==> config.mk <==
export PLATFORM = sky130hd
export DESIGN_NAME = bfs_supervisor
export DESIGN_NICKNAME = d
export VERILOG_FILES = /design/src/bfs_pkg.sv /design/src/bfs_supervisor.sv /design/src/bfs_sync.sv
export VERILOG_INCLUDE_DIRS = /design/src
export SDC_FILE = /design/constraint.sdc
export NUM_CORES = 1
export LEC_CHECK = 0
export BUFFER_PORTS_ARGS = -buffer_cell sky130_fd_sc_hd__buf_2
export CORE_UTILIZATION = 50
export DETAILED_ROUTE_END_ITERATION = 10
export PLACE_DENSITY = 0.74
export SLEW_MARGIN = 20
export SYNTH_ARGS = -nofsm -noshare
export SYNTH_HDL_FRONTEND = slang
export SYNTH_SLANG_ARGS = --single-unit
==> constraint.sdc <==
create_clock -name hclk -period 2.9 [get_ports hclk]
set_input_delay 0.435 -clock hclk [delete_from_list [all_inputs] [get_ports hclk]]
set_output_delay 0.435 -clock hclk [all_outputs]
set_load 0.005 [all_outputs]
==> src/bfs_map.svh <==
// Offsets, field positions, reset values and timing figures of the fault supervisor
`ifndef BFS_MAP_SVH
`define BFS_MAP_SVH
`define BFS_OFF_STATUS        8'h00
`define BFS_OFF_CONTROL       8'h04
`define BFS_OFF_CONFIG        8'h08
`define BFS_OFF_STATE         8'h0c
`define BFS_CTRL_BRIGHT_LSB   0
`define BFS_CTRL_BRIGHT_MSB   15
`define BFS_CTRL_SPREAD_BIT   16
`define BFS_CTRL_RESET        32'h0000_0000
`define BFS_CLK_KHZ           200000
`define BFS_RECOVERY_MS       100
`define BFS_OCP_MS            110
`define BFS_SYNC_MIN_KHZ      75
`define BFS_SYNC_GAP_CYCLES   (`BFS_CLK_KHZ / `BFS_SYNC_MIN_KHZ)
`define BFS_STRING_DEFAULT    3'h0
`define BFS_MODE_PHASE_SHIFT  2'h0
`define BFS_I2C_ADDR_DEFAULT  7'h3a
`define BFS_BFREQ_400KHZ      4'h0
`define BFS_DFREQ_305HZ       4'h0
`endif

==> src/bfs_pkg.sv <==
// Types shared by the fault supervisor modules
package bfs_pkg;
  // Flag positions in the status word
  typedef enum logic [3:0] {
    BFS_F_IN_UV = 4'h0, BFS_F_IN_OV = 4'h1, BFS_F_CORE_LOW = 4'h2, BFS_F_IN_OC = 4'h3,
    BFS_F_PUMP_LVL = 4'h4, BFS_F_PUMP_PARTS = 4'h5, BFS_F_SYNC_LOST = 4'h6,
    BFS_F_CRC = 4'h7, BFS_F_OVP_LOW = 4'h8, BFS_F_OVP_HIGH = 4'h9, BFS_F_OCP = 4'ha,
    BFS_F_STRING_RES = 4'hb, BFS_F_MODE_RES = 4'hc, BFS_F_FREQ_RES = 4'hd
  } bfs_flag_t;
  // Gray codes along init, standby, run, recovery
  typedef enum logic [1:0] {
    BFS_INIT = 2'b00, BFS_STANDBY = 2'b01, BFS_RUN = 2'b11, BFS_RECOVER = 2'b10
  } bfs_state_t;
  // Comparator and pin levels, all asynchronous to hclk
  typedef struct packed {
    logic input_uv;
    logic input_ov;
    logic core_low;
    logic input_oc;
    logic pump_level_bad;
    logic pump_parts_missing;
    logic fb_ovp_low;
    logic fb_ovp_high;
    logic discharge_ovp_high;
    logic fb_below_uvp;
    logic boost_sync_input;
    logic enable_pin;
  } bfs_fault_in_t;
  // Strap detector results, valid while initialization runs
  typedef struct packed {
    logic       string_ok;
    logic [2:0] string_code;
    logic       mode_ok;
    logic [1:0] mode_code;
    logic [6:0] mode_addr;
    logic       bfreq_ok;
    logic [3:0] bfreq_code;
    logic       dfreq_ok;
    logic [3:0] dfreq_code;
  } bfs_strap_t;
  // Configuration kept from initialization
  typedef struct packed {
    logic [2:0] string_cfg;
    logic [1:0] mode_cfg;
    logic [6:0] i2c_addr;
    logic [3:0] bfreq_cfg;
    logic [3:0] dfreq_cfg;
  } bfs_cfg_t;
  // Power stage enables
  typedef struct packed {
    logic power_switch_en;
    logic boost_en;
    logic boost_switch_en;
    logic led_drivers_en;
    logic pump_en;
    logic internal_freq_sel;
    logic spread_en;
  } bfs_ctrl_t;
endpackage

==> src/bfs_supervisor.sv <==
// Backlight fault supervisor with AHB-Lite status and control registers
//
// Functional notes
// - Input undervoltage sets its flag, interrupts, drops to standby and restarts once cleared.
// - Input overvoltage sets its flag, interrupts, drops to standby and waits until cleared.
// - Core supply low sets its flag and interrupts without recovery, restarting once cleared.
// - Input overcurrent or bad pump level sets its flag, interrupts and recovers after 100 ms.
// - Missing pump parts set both pump flags, interrupt, disable the pump and keep running.
// - Loss of a sync clock seen at enable sets its flag, interrupts and falls back to internal.
// - After sync fallback, spread spectrum follows the level held on the sync input.
// - A failed configuration checksum sets its flag, interrupts and lets operation continue.
// - Feedback above the low overvoltage level sets a silent flag and pauses boost switching.
// - Feedback or discharge high overvoltage sets its flag, interrupts and recovers once low.
// - Feedback under the undervoltage level for 110 ms flags overcurrent and recovers.
// - A bad string strap sets a silent flag and selects four channels at 150 mA.
// - A bad mode strap sets a silent flag, selects phase-shift dimming and address 0x3a.
// - A bad boost or dimming frequency strap sets a silent flag and selects 400 kHz or 305 Hz for that one.
// - Recovery keeps the power stage off for 100 ms, then restarts only if enabled and lit.
// - Straps are judged only during initialization and the chosen setup is then kept.
`timescale 1ns/1ps
`include "bfs_map.svh"
module bfs_supervisor import bfs_pkg::*; #(
  parameter int RECOVERY_CYCLES = `BFS_RECOVERY_MS * `BFS_CLK_KHZ,
  parameter int OCP_CYCLES      = `BFS_OCP_MS * `BFS_CLK_KHZ,
  parameter int SYNC_GAP_CYCLES = `BFS_SYNC_GAP_CYCLES
) (
  input  wire logic          hclk,
  input  wire logic          hresetn,
  input  wire logic          ce,
  input  wire logic          hsel,
  input  wire logic [31:0]   haddr,
  input  wire logic [1:0]    htrans,
  input  wire logic          hwrite,
  input  wire logic [2:0]    hsize,
  input  wire logic [31:0]   hwdata,
  input  wire logic          hready,
  output logic               hreadyout,
  output logic               hresp,
  output logic [31:0]        hrdata,
  input  wire bfs_fault_in_t fault_pins,
  input  wire bfs_strap_t    straps,
  input  wire logic          cfg_load_done,
  input  wire logic          cfg_crc_ok,
  output bfs_cfg_t           cfg,
  output bfs_ctrl_t          ctrl,
  output logic               irq
);
  localparam logic [13:0] IRQ_MASK = 14'h06ff;
  localparam int          TW       = 25;

  bfs_fault_in_t fp;
  bfs_state_t    state;
  bfs_state_t    next_state;
  logic [13:0]   flags;
  logic [13:0]   next_flags;
  logic [13:0]   fault_set;
  logic [13:0]   w1c;
  logic [31:0]   control;
  logic [TW-1:0] rec_cnt;
  logic [TW-1:0] ocp_cnt;
  logic [11:0]   gap_cnt;
  logic          sync_prev;
  logic          sync_armed;
  logic          sync_fallback;
  logic          pump_off;
  logic          wr_pend;
  logic [7:0]    wr_addr;

  // Comparators and pins cross into hclk before any logic sees them
  bfs_sync #(.WIDTH($bits(bfs_fault_in_t))) u_sync (
    .hclk     (hclk),
    .hresetn  (hresetn),
    .ce       (ce),
    .async_in (fault_pins),
    .sync_out (fp)
  );

  // Address decode used by both the read and write paths
  function automatic logic hit(input logic [7:0] a, input logic [7:0] off);
    return a == off;
  endfunction

  // Bus stalls while the clock enable is low, so no access is lost
  wire       addr_ok  = hsel && hready && htrans[1];
  wire       wr_start = addr_ok && hwrite;
  wire       rd_start = addr_ok && !hwrite;
  wire [7:0] a_addr   = {haddr[7:2], 2'b00};
  wire       wr_en    = wr_pend && ce;
  assign hreadyout = ce;
  assign hresp     = 1'b0;

  // Derived fault conditions
  wire [15:0] brightness = control[`BFS_CTRL_BRIGHT_MSB:`BFS_CTRL_BRIGHT_LSB];
  wire  in_run        = state == BFS_RUN;
  wire  ovp_high      = fp.fb_ovp_high || fp.discharge_ovp_high;
  wire  pump_lvl_trip = fp.pump_level_bad && !pump_off;
  wire  ocp_timeout   = ocp_cnt == TW'(OCP_CYCLES - 1);
  wire  rec_done      = rec_cnt == TW'(RECOVERY_CYCLES - 1);
  wire  sync_running  = gap_cnt < 12'(SYNC_GAP_CYCLES);
  wire  sync_lost     = in_run && sync_armed && !sync_running;
  wire  hold_standby  = fp.input_uv || fp.input_ov || fp.core_low;
  wire  recover_trip  = fp.input_oc || pump_lvl_trip || ovp_high || ocp_timeout;
  wire  start_ok      = fp.enable_pin && (brightness != 16'h0000) && !hold_standby
                        && !ovp_high;
  wire  init_end      = (state == BFS_INIT) && cfg_load_done;

  // Events that set each flag; boost faults count only while boost runs
  always_comb begin
    fault_set                   = '0;
    fault_set[BFS_F_IN_UV]      = fp.input_uv;
    fault_set[BFS_F_IN_OV]      = fp.input_ov;
    fault_set[BFS_F_CORE_LOW]   = fp.core_low;
    fault_set[BFS_F_IN_OC]      = fp.input_oc;
    fault_set[BFS_F_PUMP_LVL]   = fp.pump_level_bad || fp.pump_parts_missing;
    fault_set[BFS_F_PUMP_PARTS] = fp.pump_parts_missing;
    fault_set[BFS_F_SYNC_LOST]  = sync_lost;
    fault_set[BFS_F_CRC]        = init_end && !cfg_crc_ok;
    fault_set[BFS_F_OVP_LOW]    = in_run && fp.fb_ovp_low;
    fault_set[BFS_F_OVP_HIGH]   = in_run && ovp_high;
    fault_set[BFS_F_OCP]        = in_run && ocp_timeout;
    fault_set[BFS_F_STRING_RES] = init_end && !straps.string_ok;
    fault_set[BFS_F_MODE_RES]   = init_end && !straps.mode_ok;
    fault_set[BFS_F_FREQ_RES]   = init_end && !(straps.bfreq_ok && straps.dfreq_ok);
  end

  // Write-one-to-clear; a set in the same cycle wins over the clear
  assign w1c        = (wr_en && hit(wr_addr, `BFS_OFF_STATUS)) ? hwdata[13:0] : 14'h0000;
  assign next_flags = (flags & ~w1c) | fault_set;

  // Interrupt from flags that are allowed to raise it
  assign irq = |(flags & IRQ_MASK);

  // Mode sequencing
  always_comb begin
    next_state = state;
    unique case (state)
      BFS_INIT: begin
        if (cfg_load_done) begin
          next_state = BFS_STANDBY;
        end
      end
      BFS_STANDBY: begin
        if (start_ok) begin
          next_state = BFS_RUN;
        end
      end
      BFS_RUN: begin
        if (in_run && recover_trip) begin
          next_state = BFS_RECOVER;
        end else if (hold_standby || !fp.enable_pin) begin
          next_state = BFS_STANDBY;
        end
      end
      BFS_RECOVER: begin
        if (rec_done && !ovp_high) begin
          next_state = BFS_STANDBY;
        end
      end
    endcase
  end

  // State and flag registers
  always_ff @(posedge hclk or negedge hresetn) begin
    if (!hresetn) begin
      state <= BFS_INIT;
      flags <= 14'h0000;
    end else if (ce) begin
      state <= next_state;
      flags <= next_flags;
    end
  end

  // Recovery hold timer, started on entry and held at its end
  always_ff @(posedge hclk or negedge hresetn) begin
    if (!hresetn) begin
      rec_cnt <= '0;
    end else if (ce) begin
      if (state != BFS_RECOVER) begin
        rec_cnt <= '0;
      end else if (!rec_done) begin
        rec_cnt <= rec_cnt + TW'(1);
      end
    end
  end

  // Boost undervoltage persistence timer
  always_ff @(posedge hclk or negedge hresetn) begin
    if (!hresetn) begin
      ocp_cnt <= '0;
    end else if (ce) begin
      if (!in_run || !fp.fb_below_uvp || ocp_timeout) begin
        ocp_cnt <= '0;
      end else begin
        ocp_cnt <= ocp_cnt + TW'(1);
      end
    end
  end

  // Sync clock watchdog: cycles since the last rising edge, saturating
  always_ff @(posedge hclk or negedge hresetn) begin
    if (!hresetn) begin
      sync_prev <= 1'b0;
      gap_cnt   <= 12'hfff;
    end else if (ce) begin
      sync_prev <= fp.boost_sync_input;
      if (fp.boost_sync_input && !sync_prev) begin
        gap_cnt <= 12'h000;
      end else if (gap_cnt != 12'hfff) begin
        gap_cnt <= gap_cnt + 12'h001;
      end
    end
  end

  // Sync use is decided at start; fallback lasts until the enable pin drops
  always_ff @(posedge hclk or negedge hresetn) begin
    if (!hresetn) begin
      sync_armed    <= 1'b0;
      sync_fallback <= 1'b0;
    end else if (ce) begin
      if (state == BFS_STANDBY && next_state == BFS_RUN) begin
        sync_armed <= sync_running;
      end else if (sync_lost) begin
        sync_armed    <= 1'b0;
        sync_fallback <= 1'b1;
      end
      if (!fp.enable_pin) begin
        sync_fallback <= 1'b0;
      end
    end
  end

  // Pump stays off once parts were found missing, until reset
  always_ff @(posedge hclk or negedge hresetn) begin
    if (!hresetn) begin
      pump_off <= 1'b0;
    end else if (ce && fp.pump_parts_missing) begin
      pump_off <= 1'b1;
    end
  end

  // Straps are sampled once at the end of initialization only
  always_ff @(posedge hclk or negedge hresetn) begin
    if (!hresetn) begin
      cfg <= '{`BFS_STRING_DEFAULT, `BFS_MODE_PHASE_SHIFT, `BFS_I2C_ADDR_DEFAULT,
               `BFS_BFREQ_400KHZ, `BFS_DFREQ_305HZ};
    end else if (ce && init_end) begin
      cfg.string_cfg <= straps.string_ok ? straps.string_code : `BFS_STRING_DEFAULT;
      cfg.mode_cfg   <= straps.mode_ok ? straps.mode_code : `BFS_MODE_PHASE_SHIFT;
      cfg.i2c_addr   <= straps.mode_ok ? straps.mode_addr : `BFS_I2C_ADDR_DEFAULT;
      cfg.bfreq_cfg  <= straps.bfreq_ok ? straps.bfreq_code : `BFS_BFREQ_400KHZ;
      cfg.dfreq_cfg  <= straps.dfreq_ok ? straps.dfreq_code : `BFS_DFREQ_305HZ;
    end
  end

  // Power stage enables; switch, boost and driver enables are off outside run, pump and clock selects are not
  always_ff @(posedge hclk or negedge hresetn) begin
    if (!hresetn) begin
      ctrl <= '0;
    end else if (ce) begin
      ctrl.power_switch_en   <= next_state == BFS_RUN;
      ctrl.boost_en          <= next_state == BFS_RUN;
      ctrl.boost_switch_en   <= next_state == BFS_RUN && !fp.fb_ovp_low;
      ctrl.led_drivers_en    <= next_state == BFS_RUN;
      ctrl.pump_en           <= !pump_off && !fp.pump_parts_missing;
      ctrl.internal_freq_sel <= !sync_armed || sync_lost;
      ctrl.spread_en         <= sync_fallback ? fp.boost_sync_input
                                              : control[`BFS_CTRL_SPREAD_BIT];
    end
  end

  // AHB data phase bookkeeping and the control register
  always_ff @(posedge hclk or negedge hresetn) begin
    if (!hresetn) begin
      wr_pend <= 1'b0;
      wr_addr <= 8'h00;
      control <= `BFS_CTRL_RESET;
    end else if (ce) begin
      wr_pend <= wr_start;
      wr_addr <= a_addr;
      if (wr_en && hit(wr_addr, `BFS_OFF_CONTROL)) begin
        control <= hwdata & 32'h0001_ffff;
      end
    end
  end

  // Read data is captured in the address phase; unmapped words read zero
  always_ff @(posedge hclk or negedge hresetn) begin
    if (!hresetn) begin
      hrdata <= 32'h0000_0000;
    end else if (ce && rd_start) begin
      if (hit(a_addr, `BFS_OFF_STATUS)) begin
        hrdata <= {18'h00000, flags};
      end else if (hit(a_addr, `BFS_OFF_CONTROL)) begin
        hrdata <= control;
      end else if (hit(a_addr, `BFS_OFF_CONFIG)) begin
        hrdata <= {12'h000, cfg};
      end else if (hit(a_addr, `BFS_OFF_STATE)) begin
        hrdata <= {23'h000000, ctrl, state};
      end else begin
        hrdata <= 32'h0000_0000;
      end
    end
  end
endmodule // bfs_supervisor

==> src/bfs_sync.sv <==
// Two-stage synchroniser for a bus of asynchronous levels
`timescale 1ns/1ps
module bfs_sync #(
  parameter int WIDTH = 1
) (
  input  wire logic             hclk,
  input  wire logic             hresetn,
  input  wire logic             ce,
  input  wire logic [WIDTH-1:0] async_in,
  output logic      [WIDTH-1:0] sync_out
);
  logic [WIDTH-1:0] stage1;

  // First stage feeds only the second
  always_ff @(posedge hclk or negedge hresetn) begin
    if (!hresetn) begin
      stage1   <= '0;
      sync_out <= '0;
    end else if (ce) begin
      stage1   <= async_in;
      sync_out <= stage1;
    end
  end
endmodule // bfs_sync

==> results of run 1 <==
==> power groups by stage <==
stage / registers, W / logic, W / clock network (W)
global placement: 0.00302 / 0.000833 / 0
floorplan: 0.00294 / 0.000525 / 0
finish: 0.00298 / 0.000850 / 0.00211
detailed placement: 0.00302 / 0.000855 / 0
global route: 0.00302 / 0.000977 / 0.00225
CTS: 0.00298 / 0.000859 / 0.00215
==> cell families (layout without fill, tap and decap cells) <==
logic type / Yosys count / after routing
adder cells (fa/ha/maj): 3 / 3
AND/OR/NAND/NOR: 324 / 324
XOR/XNOR: 49 / 49
buffers and inverters: 67 / 182
other: 1 / 14
AO/OA/AOI/OAI: 135 / 135
flip-flops: 175 / 175
multiplexers: 60 / 60
==> worst reg2reg max path: stages, from the launching register on <==
cell     delay (ns)
dfrtp_1        0.38
or4_1          0.63
nor3_1         0.21
nand2_1        0.48
mux2_2         0.46
==> worst paths after layout <==
kind                       startpoint               end  slack, ns  cells past startpoint
max                        wr_addr[5]       control[10]       0.62                      4
min                           hresetn  u_sync.stage1[3]       0.05                      1
max reg2reg                wr_addr[5]       control[10]       0.62                      4
min reg2reg                hrdata[15]        hrdata[15]       0.48                      2
max in group asynchronous     hresetn        wr_addr[7]       2.06                      2
min in group hclk          cfg_crc_ok          flags[7]       0.20                      2
==> flip-flops by register name (all words and copies together), names as in the netlist, 2 cells and up <==
signal,count
cfg,20
state,2
ctrl,5
control,17
flags,14
u_sync.sync_out,12
u_sync.stage1,12
gap_cnt,12
wr_addr,6
hrdata,20
rec_cnt,25
ocp_cnt,25
==> metal layers <==
| layer | wire [µm] | vias to the layer above | part of all wire | track usage |
|---|---|---|---|---|
| met2 | 8630 | 188 | 0.46 | 0.355 |
| met4 | 396 | 0 | 0.021 | 0.0805 |
| met5 | 0 | - | 0 | 0 |
| met1 | 8920 | 3087 | 0.47 | 0.352 |
| li1 | - | 3043 | - | - |
| met3 | 870 | 31 | 0.046 | 0.0525 |
==> per-stage QoR <==
stage | instances | util | setup slack [ns] | area (µm²)
6_report | 1158 | 0.599 | 0.621 | 9580
5_1_grt | 1157 | 0.599 | 0.434 | 9580
4_1_cts | 1157 | 0.599 | 0.627 | 9580
3_5_place_dp | 1125 | 0.565 | 0.655 | 9040
3_3_place_gp | 1125 | 0.565 | 0.678 | 9040
2_1_floorplan | 826 | - | 0.872 | 8290
==> cells in the final DEF (no fill, tap or decap), drive strengths merged, types with 15 or more instances in the layout <==
cell and count:
a21oi 23, a22o 15, buf 131, clkbuf 20
dfrtp 159, dfstp 16, inv 24, mux2 52
nand2 121, nand3 25, nand4 19, nor2 78
nor3 17, nor4 16, o21ai 64, xnor2 21
xor2 28
==> area by class of cell <==
class                      count  share of cell area
antenna                        1            0.000261
clock buffer                  20              0.0456
clock inverter                12              0.0106
inverter                      19             0.00744
multi-input combinational    584               0.373
sequential                   175               0.459
tap                          216              0.0282
timing repair buffer         131              0.0756
==> results.py, run 1 <==
metrics = {
    "critical_path": {
        "cp_max_fo": 17,
        "worstPathBufferInverterCount": 0,
        "cp_cell_sequence": "or4_1 -> nor3_1 -> nand2_1 -> mux2_2",
        "critical_path.startpoint_type": "flop",
        "crit_type": "flop to flop",
        "worst_setup_path_end_kind": "flop",
        "critPathMaxStageDelay_ns": 0.63,
        "required_ns": 3.21,
        "crit_arrival_ns": 2.58,
        "cp_top_family": "simple AND/OR/NAND/NOR gates",
        "slowest_stage": "or4_1",
    },
    "yosys": {
        "synthXorXnorAreaFrac": 0.0520,
        "synth_top_family_by_area": "simple AND/OR/NAND/NOR gates",
        "synth_flop_cell": "dfrtp_1",
        "synth.top_cells.by_count": "159 x dfrtp_1, 121 x nand2_1, 77 x nor2_1",
        "synth_top_area_share": 0.482,
        "synth_simple_gate_area_frac": 0.190,
        "synth.mux.area_fraction": 0.0807,
        "ys_warn_count": 0,
        "synth_edf_count": 0,
        "yosysUniqueCellTypes": 56,
        "synth_most_common_cell": "dfrtp_1",
        "ys_seq_elements": 175,
        "synth_compound_area_frac": 0.100,
        "yosys.area.top_type": "dfrtp_1",
        "async_reset_ff_frac": 1.00,
        "ys_seq_area_frac": 0.533,
        "synthAdderAreaFrac": 0.00455,
        "synth.area.top_cells": "dfrtp_1 48%, mux2_2 7.1%, nand2_1 5.5%",
        "syn_area_mm2": 0.00825,
        "syn_avg_cell_area_um2": 10.1,
        "synthCells": 814,
    },
    "clocking": {
        "cts_hold_buffers": 0,
        "cts_tree": "yes",
        "cts_setup_buffers": 0,
        "path_clk_slew_ns": 0.07,
        "cts-root-buf": "clkbuf_16",
        "worstSkewPairLatency_ns": 0.43,
        "cts_sinks": 175,
        "cts_resized": 0,
        "cts_buffers": 17,
        "clock_path_buffers": 2,
        "htreeDepth": 4,
    },
    "global_route": {
        "grt_max_degree": 90,
        "antenna_found_initial": 0,
        "grt_util_all_layers": 0.240,
        "grt-ovfl-total": 0,
        "grt_pass1_wl_um": 31200,
        "grt_pass1_vias": 6016,
    },
    "floorplan": {
        "initial_core_util": 0.516,
        "die_x_um": 130,
        "core-area_mm2": 0.0160,
        "die_area_mm2": 0.0170,
        "io_pins": 175,
        "rows": 46,
        "die_h_um": 130,
    },
    "timing": {
        "fin_crit_ns": 2.28,
        "tightest_slew_ns": 0.843,
        "finalMaxSlewViolations": 0,
        "holdWs_ns": 0.0534,
        "setup_viol": 0,
        "max_freq_ghz": 0.439,
        "fin_setup_tns_ns": 0,
        "maxSlewHeadroom": 0.438,
        "rsz0062_at_grt": "false",
        "hold_viol": 0,
        "skew_ns": 0.0121,
        "period_share": 0.786,
    },
    "finish": {
        "num-fill-cells": 1389,
        "ff_latch_area_mm2": 0.00440,
        "area_delta_synth_final_pct": 16.2,
        "drive_gt1_frac": 0.255,
        "nets": 1044,
        "multi_input_area_mm2": 0.00358,
    },
    "pwr": {
        "combPwrFrac": 0.143,
        "peakVddDrop_mv": 0.435,
        "p_switching_w": 0.00172,
        "power_w": 0.00594,
        "seqPwrFrac": 0.501,
        "swShare": 0.290,
        "clkPwrFrac": 0.356,
        "p_per_area_mw_per_mm2": 620,
        "power_leakage_nw": 4.32,
        "p_int_w": 0.00422,
    },
    "detailed_routing": {
        "wl_per_cell_um": 16.2,
        "wirelength_um": 18800,
        "drc": 0,
        "drt_iter0_drc": 436,
        "drt-pass1-iter-count": 5,
        "vias_per_cell": 5.48,
        "vias": 6349,
        "ant_nets": 0,
    },
    "run_status": {
        "status": "complete, no violations",
    },
    "flow_run": {
        "drv_cap": 0,
    },
    "placed_design": {
        "dp_hpwl_um": 13600,
        "io_buffers": 116,
        "gp_congestion": 0.844,
    },
    "worst_hold_path": {
        "hp-class": "primary input to asynchronous set/reset pin",
    },
}
Note: power is estimated with default switching activity, not from simulation.
==> run 2, diff against run 1 <==
==> constraint.sdc (replaced) <==
create_clock -name hclk -period 2.2 [get_ports hclk]
set_input_delay 0.33 -clock hclk [delete_from_list [all_inputs] [get_ports hclk]]
set_output_delay 0.33 -clock hclk [all_outputs]
set_load 0.005 [all_outputs]
==> results.py, run 2 (synthesis results as in run 1) <==
metrics = {
    "run_status": {
        "status": "complete, no violations",
    },
    "pwr": {
        "p_per_area_mw_per_mm2": 814,
        "power_leakage_nw": 4.43,
        "peakVddDrop_mv": 0.611,
    },
    "finish": {
        "area_delta_synth_final_pct": 18.3,
        "layout.cells.most_common_list": "159 x dfrtp_1, 121 x nand2_1, 115 x buf_2, 77 x nor2_1, 63 x o21ai_0",
        "multi_input_area_mm2": 0.00358,
        "top_regs": "ocp_cnt (25), rec_cnt (25)",
        "num-fill-cells": 1361,
        "nets": 1063,
        "stdcell_area_mm2": 0.00976,
        "layout_commonest_cell": "dfrtp_1",
        "drive_gt1_frac": 0.272,
        "ff_latch_area_mm2": 0.00440,
        "antenna_cells": 0,
    },
    "placed_design": {
        "io_buffers": 116,
        "dpl-instance-area_mm2": 0.00917,
        "gp_congestion": 0.880,
        "dp_hpwl_um": 13500,
    },
    "detailed_routing": {
        "vias_per_cell": 5.41,
        "vias": 6365,
        "drt-pass1-iter-count": 5,
        "wl_per_cell_um": 15.9,
        "drt_iter0_drc": 505,
        "wirelength_um": 18700,
        "drc": 0,
        "ant_nets": 0,
    },
    "floorplan": {
        "io_pins": 175,
        "die_x_um": 130,
        "die_area_mm2": 0.0170,
        "rows": 46,
        "core-area_mm2": 0.0160,
        "die_h_um": 130,
        "initial_core_util": 0.516,
    },
    "timing": {
        "finalMaxSlewViolations": 0,
        "fin_setup_tns_ns": 0,
        "tightest_slew_ns": 0.532,
        "fin_crit_ns": 2.02,
        "period_share": 0.920,
        "maxSlewHeadroom": 0.641,
        "skew_ns": 0.00807,
        "setup_viol": 0,
        "rsz0062_at_grt": "false",
        "max_freq_ghz": 0.494,
        "hold_viol": 0,
    },
    "clocking": {
        "cts_buffers": 17,
        "htreeDepth": 4,
        "cts_tree": "yes",
        "worstSkewPairLatency_ns": 0.43,
        "clock_path_buffers": 2,
        "cts-root-buf": "clkbuf_16",
        "cts_sinks": 175,
        "path_clk_slew_ns": 0.07,
    },
    "critical_path": {
        "crit_arrival_ns": 2.34,
        "worst_setup_path_end_kind": "flop",
        "cp_max_fo": 6,
        "crit_type": "flop to flop",
        "critical_path.startpoint_type": "flop",
        "required_ns": 2.52,
    },
    "global_route": {
        "grt_max_degree": 81,
        "grt_pass1_wl_um": 30400,
        "grt_util_all_layers": 0.235,
        "grt_pass1_vias": 5934,
        "grt-ovfl-total": 0,
        "antenna_found_initial": 0,
    },
    "flow_run": {
        "drv_cap": 0,
    },
    "worst_hold_path": {
        "hp-class": "primary input to flop",
    },
}
[run 2: critical path, cell delays in order (launching register included)]
cell and delay [ns]:
dfrtp_1 0.35, ha_2 0.21, nand3_2 0.14, or3_4 0.41, nor3_4 0.13, or4b_1 0.46, xor2_1 0.17, nor2_2 0.04
[run 2: layer usage]
layer  vias to the layer above  share of wire  track usage
li1                       3083              -            -
met1                      3087           0.48        0.346
met2                       173           0.45        0.345
met3                        22          0.052       0.0497
met4                         0          0.017       0.0778
met5                         -              0            0
[run 2: final timing paths]
| check | from | endpoint | slack, ns | cells past startpoint |
|---|---|---|---|---|
| max | ocp_cnt[0] | ocp_cnt[24] | 0.18 | 7 |
| max in group asynchronous | hresetn | cfg[9] | 1.22 | 3 |
| min reg2reg | hrdata[15] | hrdata[15] | 0.47 | 2 |
| max reg2reg | ocp_cnt[0] | ocp_cnt[24] | 0.18 | 7 |
| min | cfg_crc_ok | flags[7] | 0.09 | 2 |
| min in group asynchronous | hresetn | u_sync.stage1[8] | 0.30 | 2 |
[run 2: layout make-up]
cell class              instances  share of cell area
flip-flops and latches        175               0.451
multi-input cells             584               0.367
repair buffers                150              0.0891
clock buffers                  23              0.0510
well taps                     216              0.0277
clock inverters                 9             0.00743
inverters                      19             0.00731
[run 2: where the power goes]
| part | internal (W) | leakage, nW | switching, W |
|---|---|---|---|
| Combinational | 0.000512 | 1.92 | 0.000628 |
| Sequential | 0.00359 | 2.23 | 0.000337 |
| Clock | 0.00161 | 0.277 | 0.00127 |
| Total | 0.00572 | 4.43 | 0.00223 |
[run 2: timing repair]
action | 4_1_cts | 5_1_grt
hold buffers | 1 | 0
setup endpoints to repair | 0 | 1
resized for setup | 0 | 1
endpoints found under the hold margin | 15 | 0
buffers inserted | 0 | 1
[run 2: metrics by stage]
stage	std cells	total power, W	hold WS [ns]	utilization	setup slack [ns]
floorplan	826	0.00456	0.0344	-	0.172
global placement	1142	0.00510	0.174	0.573	0.160
detailed placement	1142	0.00513	0.175	0.573	0.133
CTS	1175	0.00801	0.0819	0.609	0.109
global route	1176	0.00835	0.102	0.610	0.0209
finish	1176	0.00795	0.0949	0.610	0.176
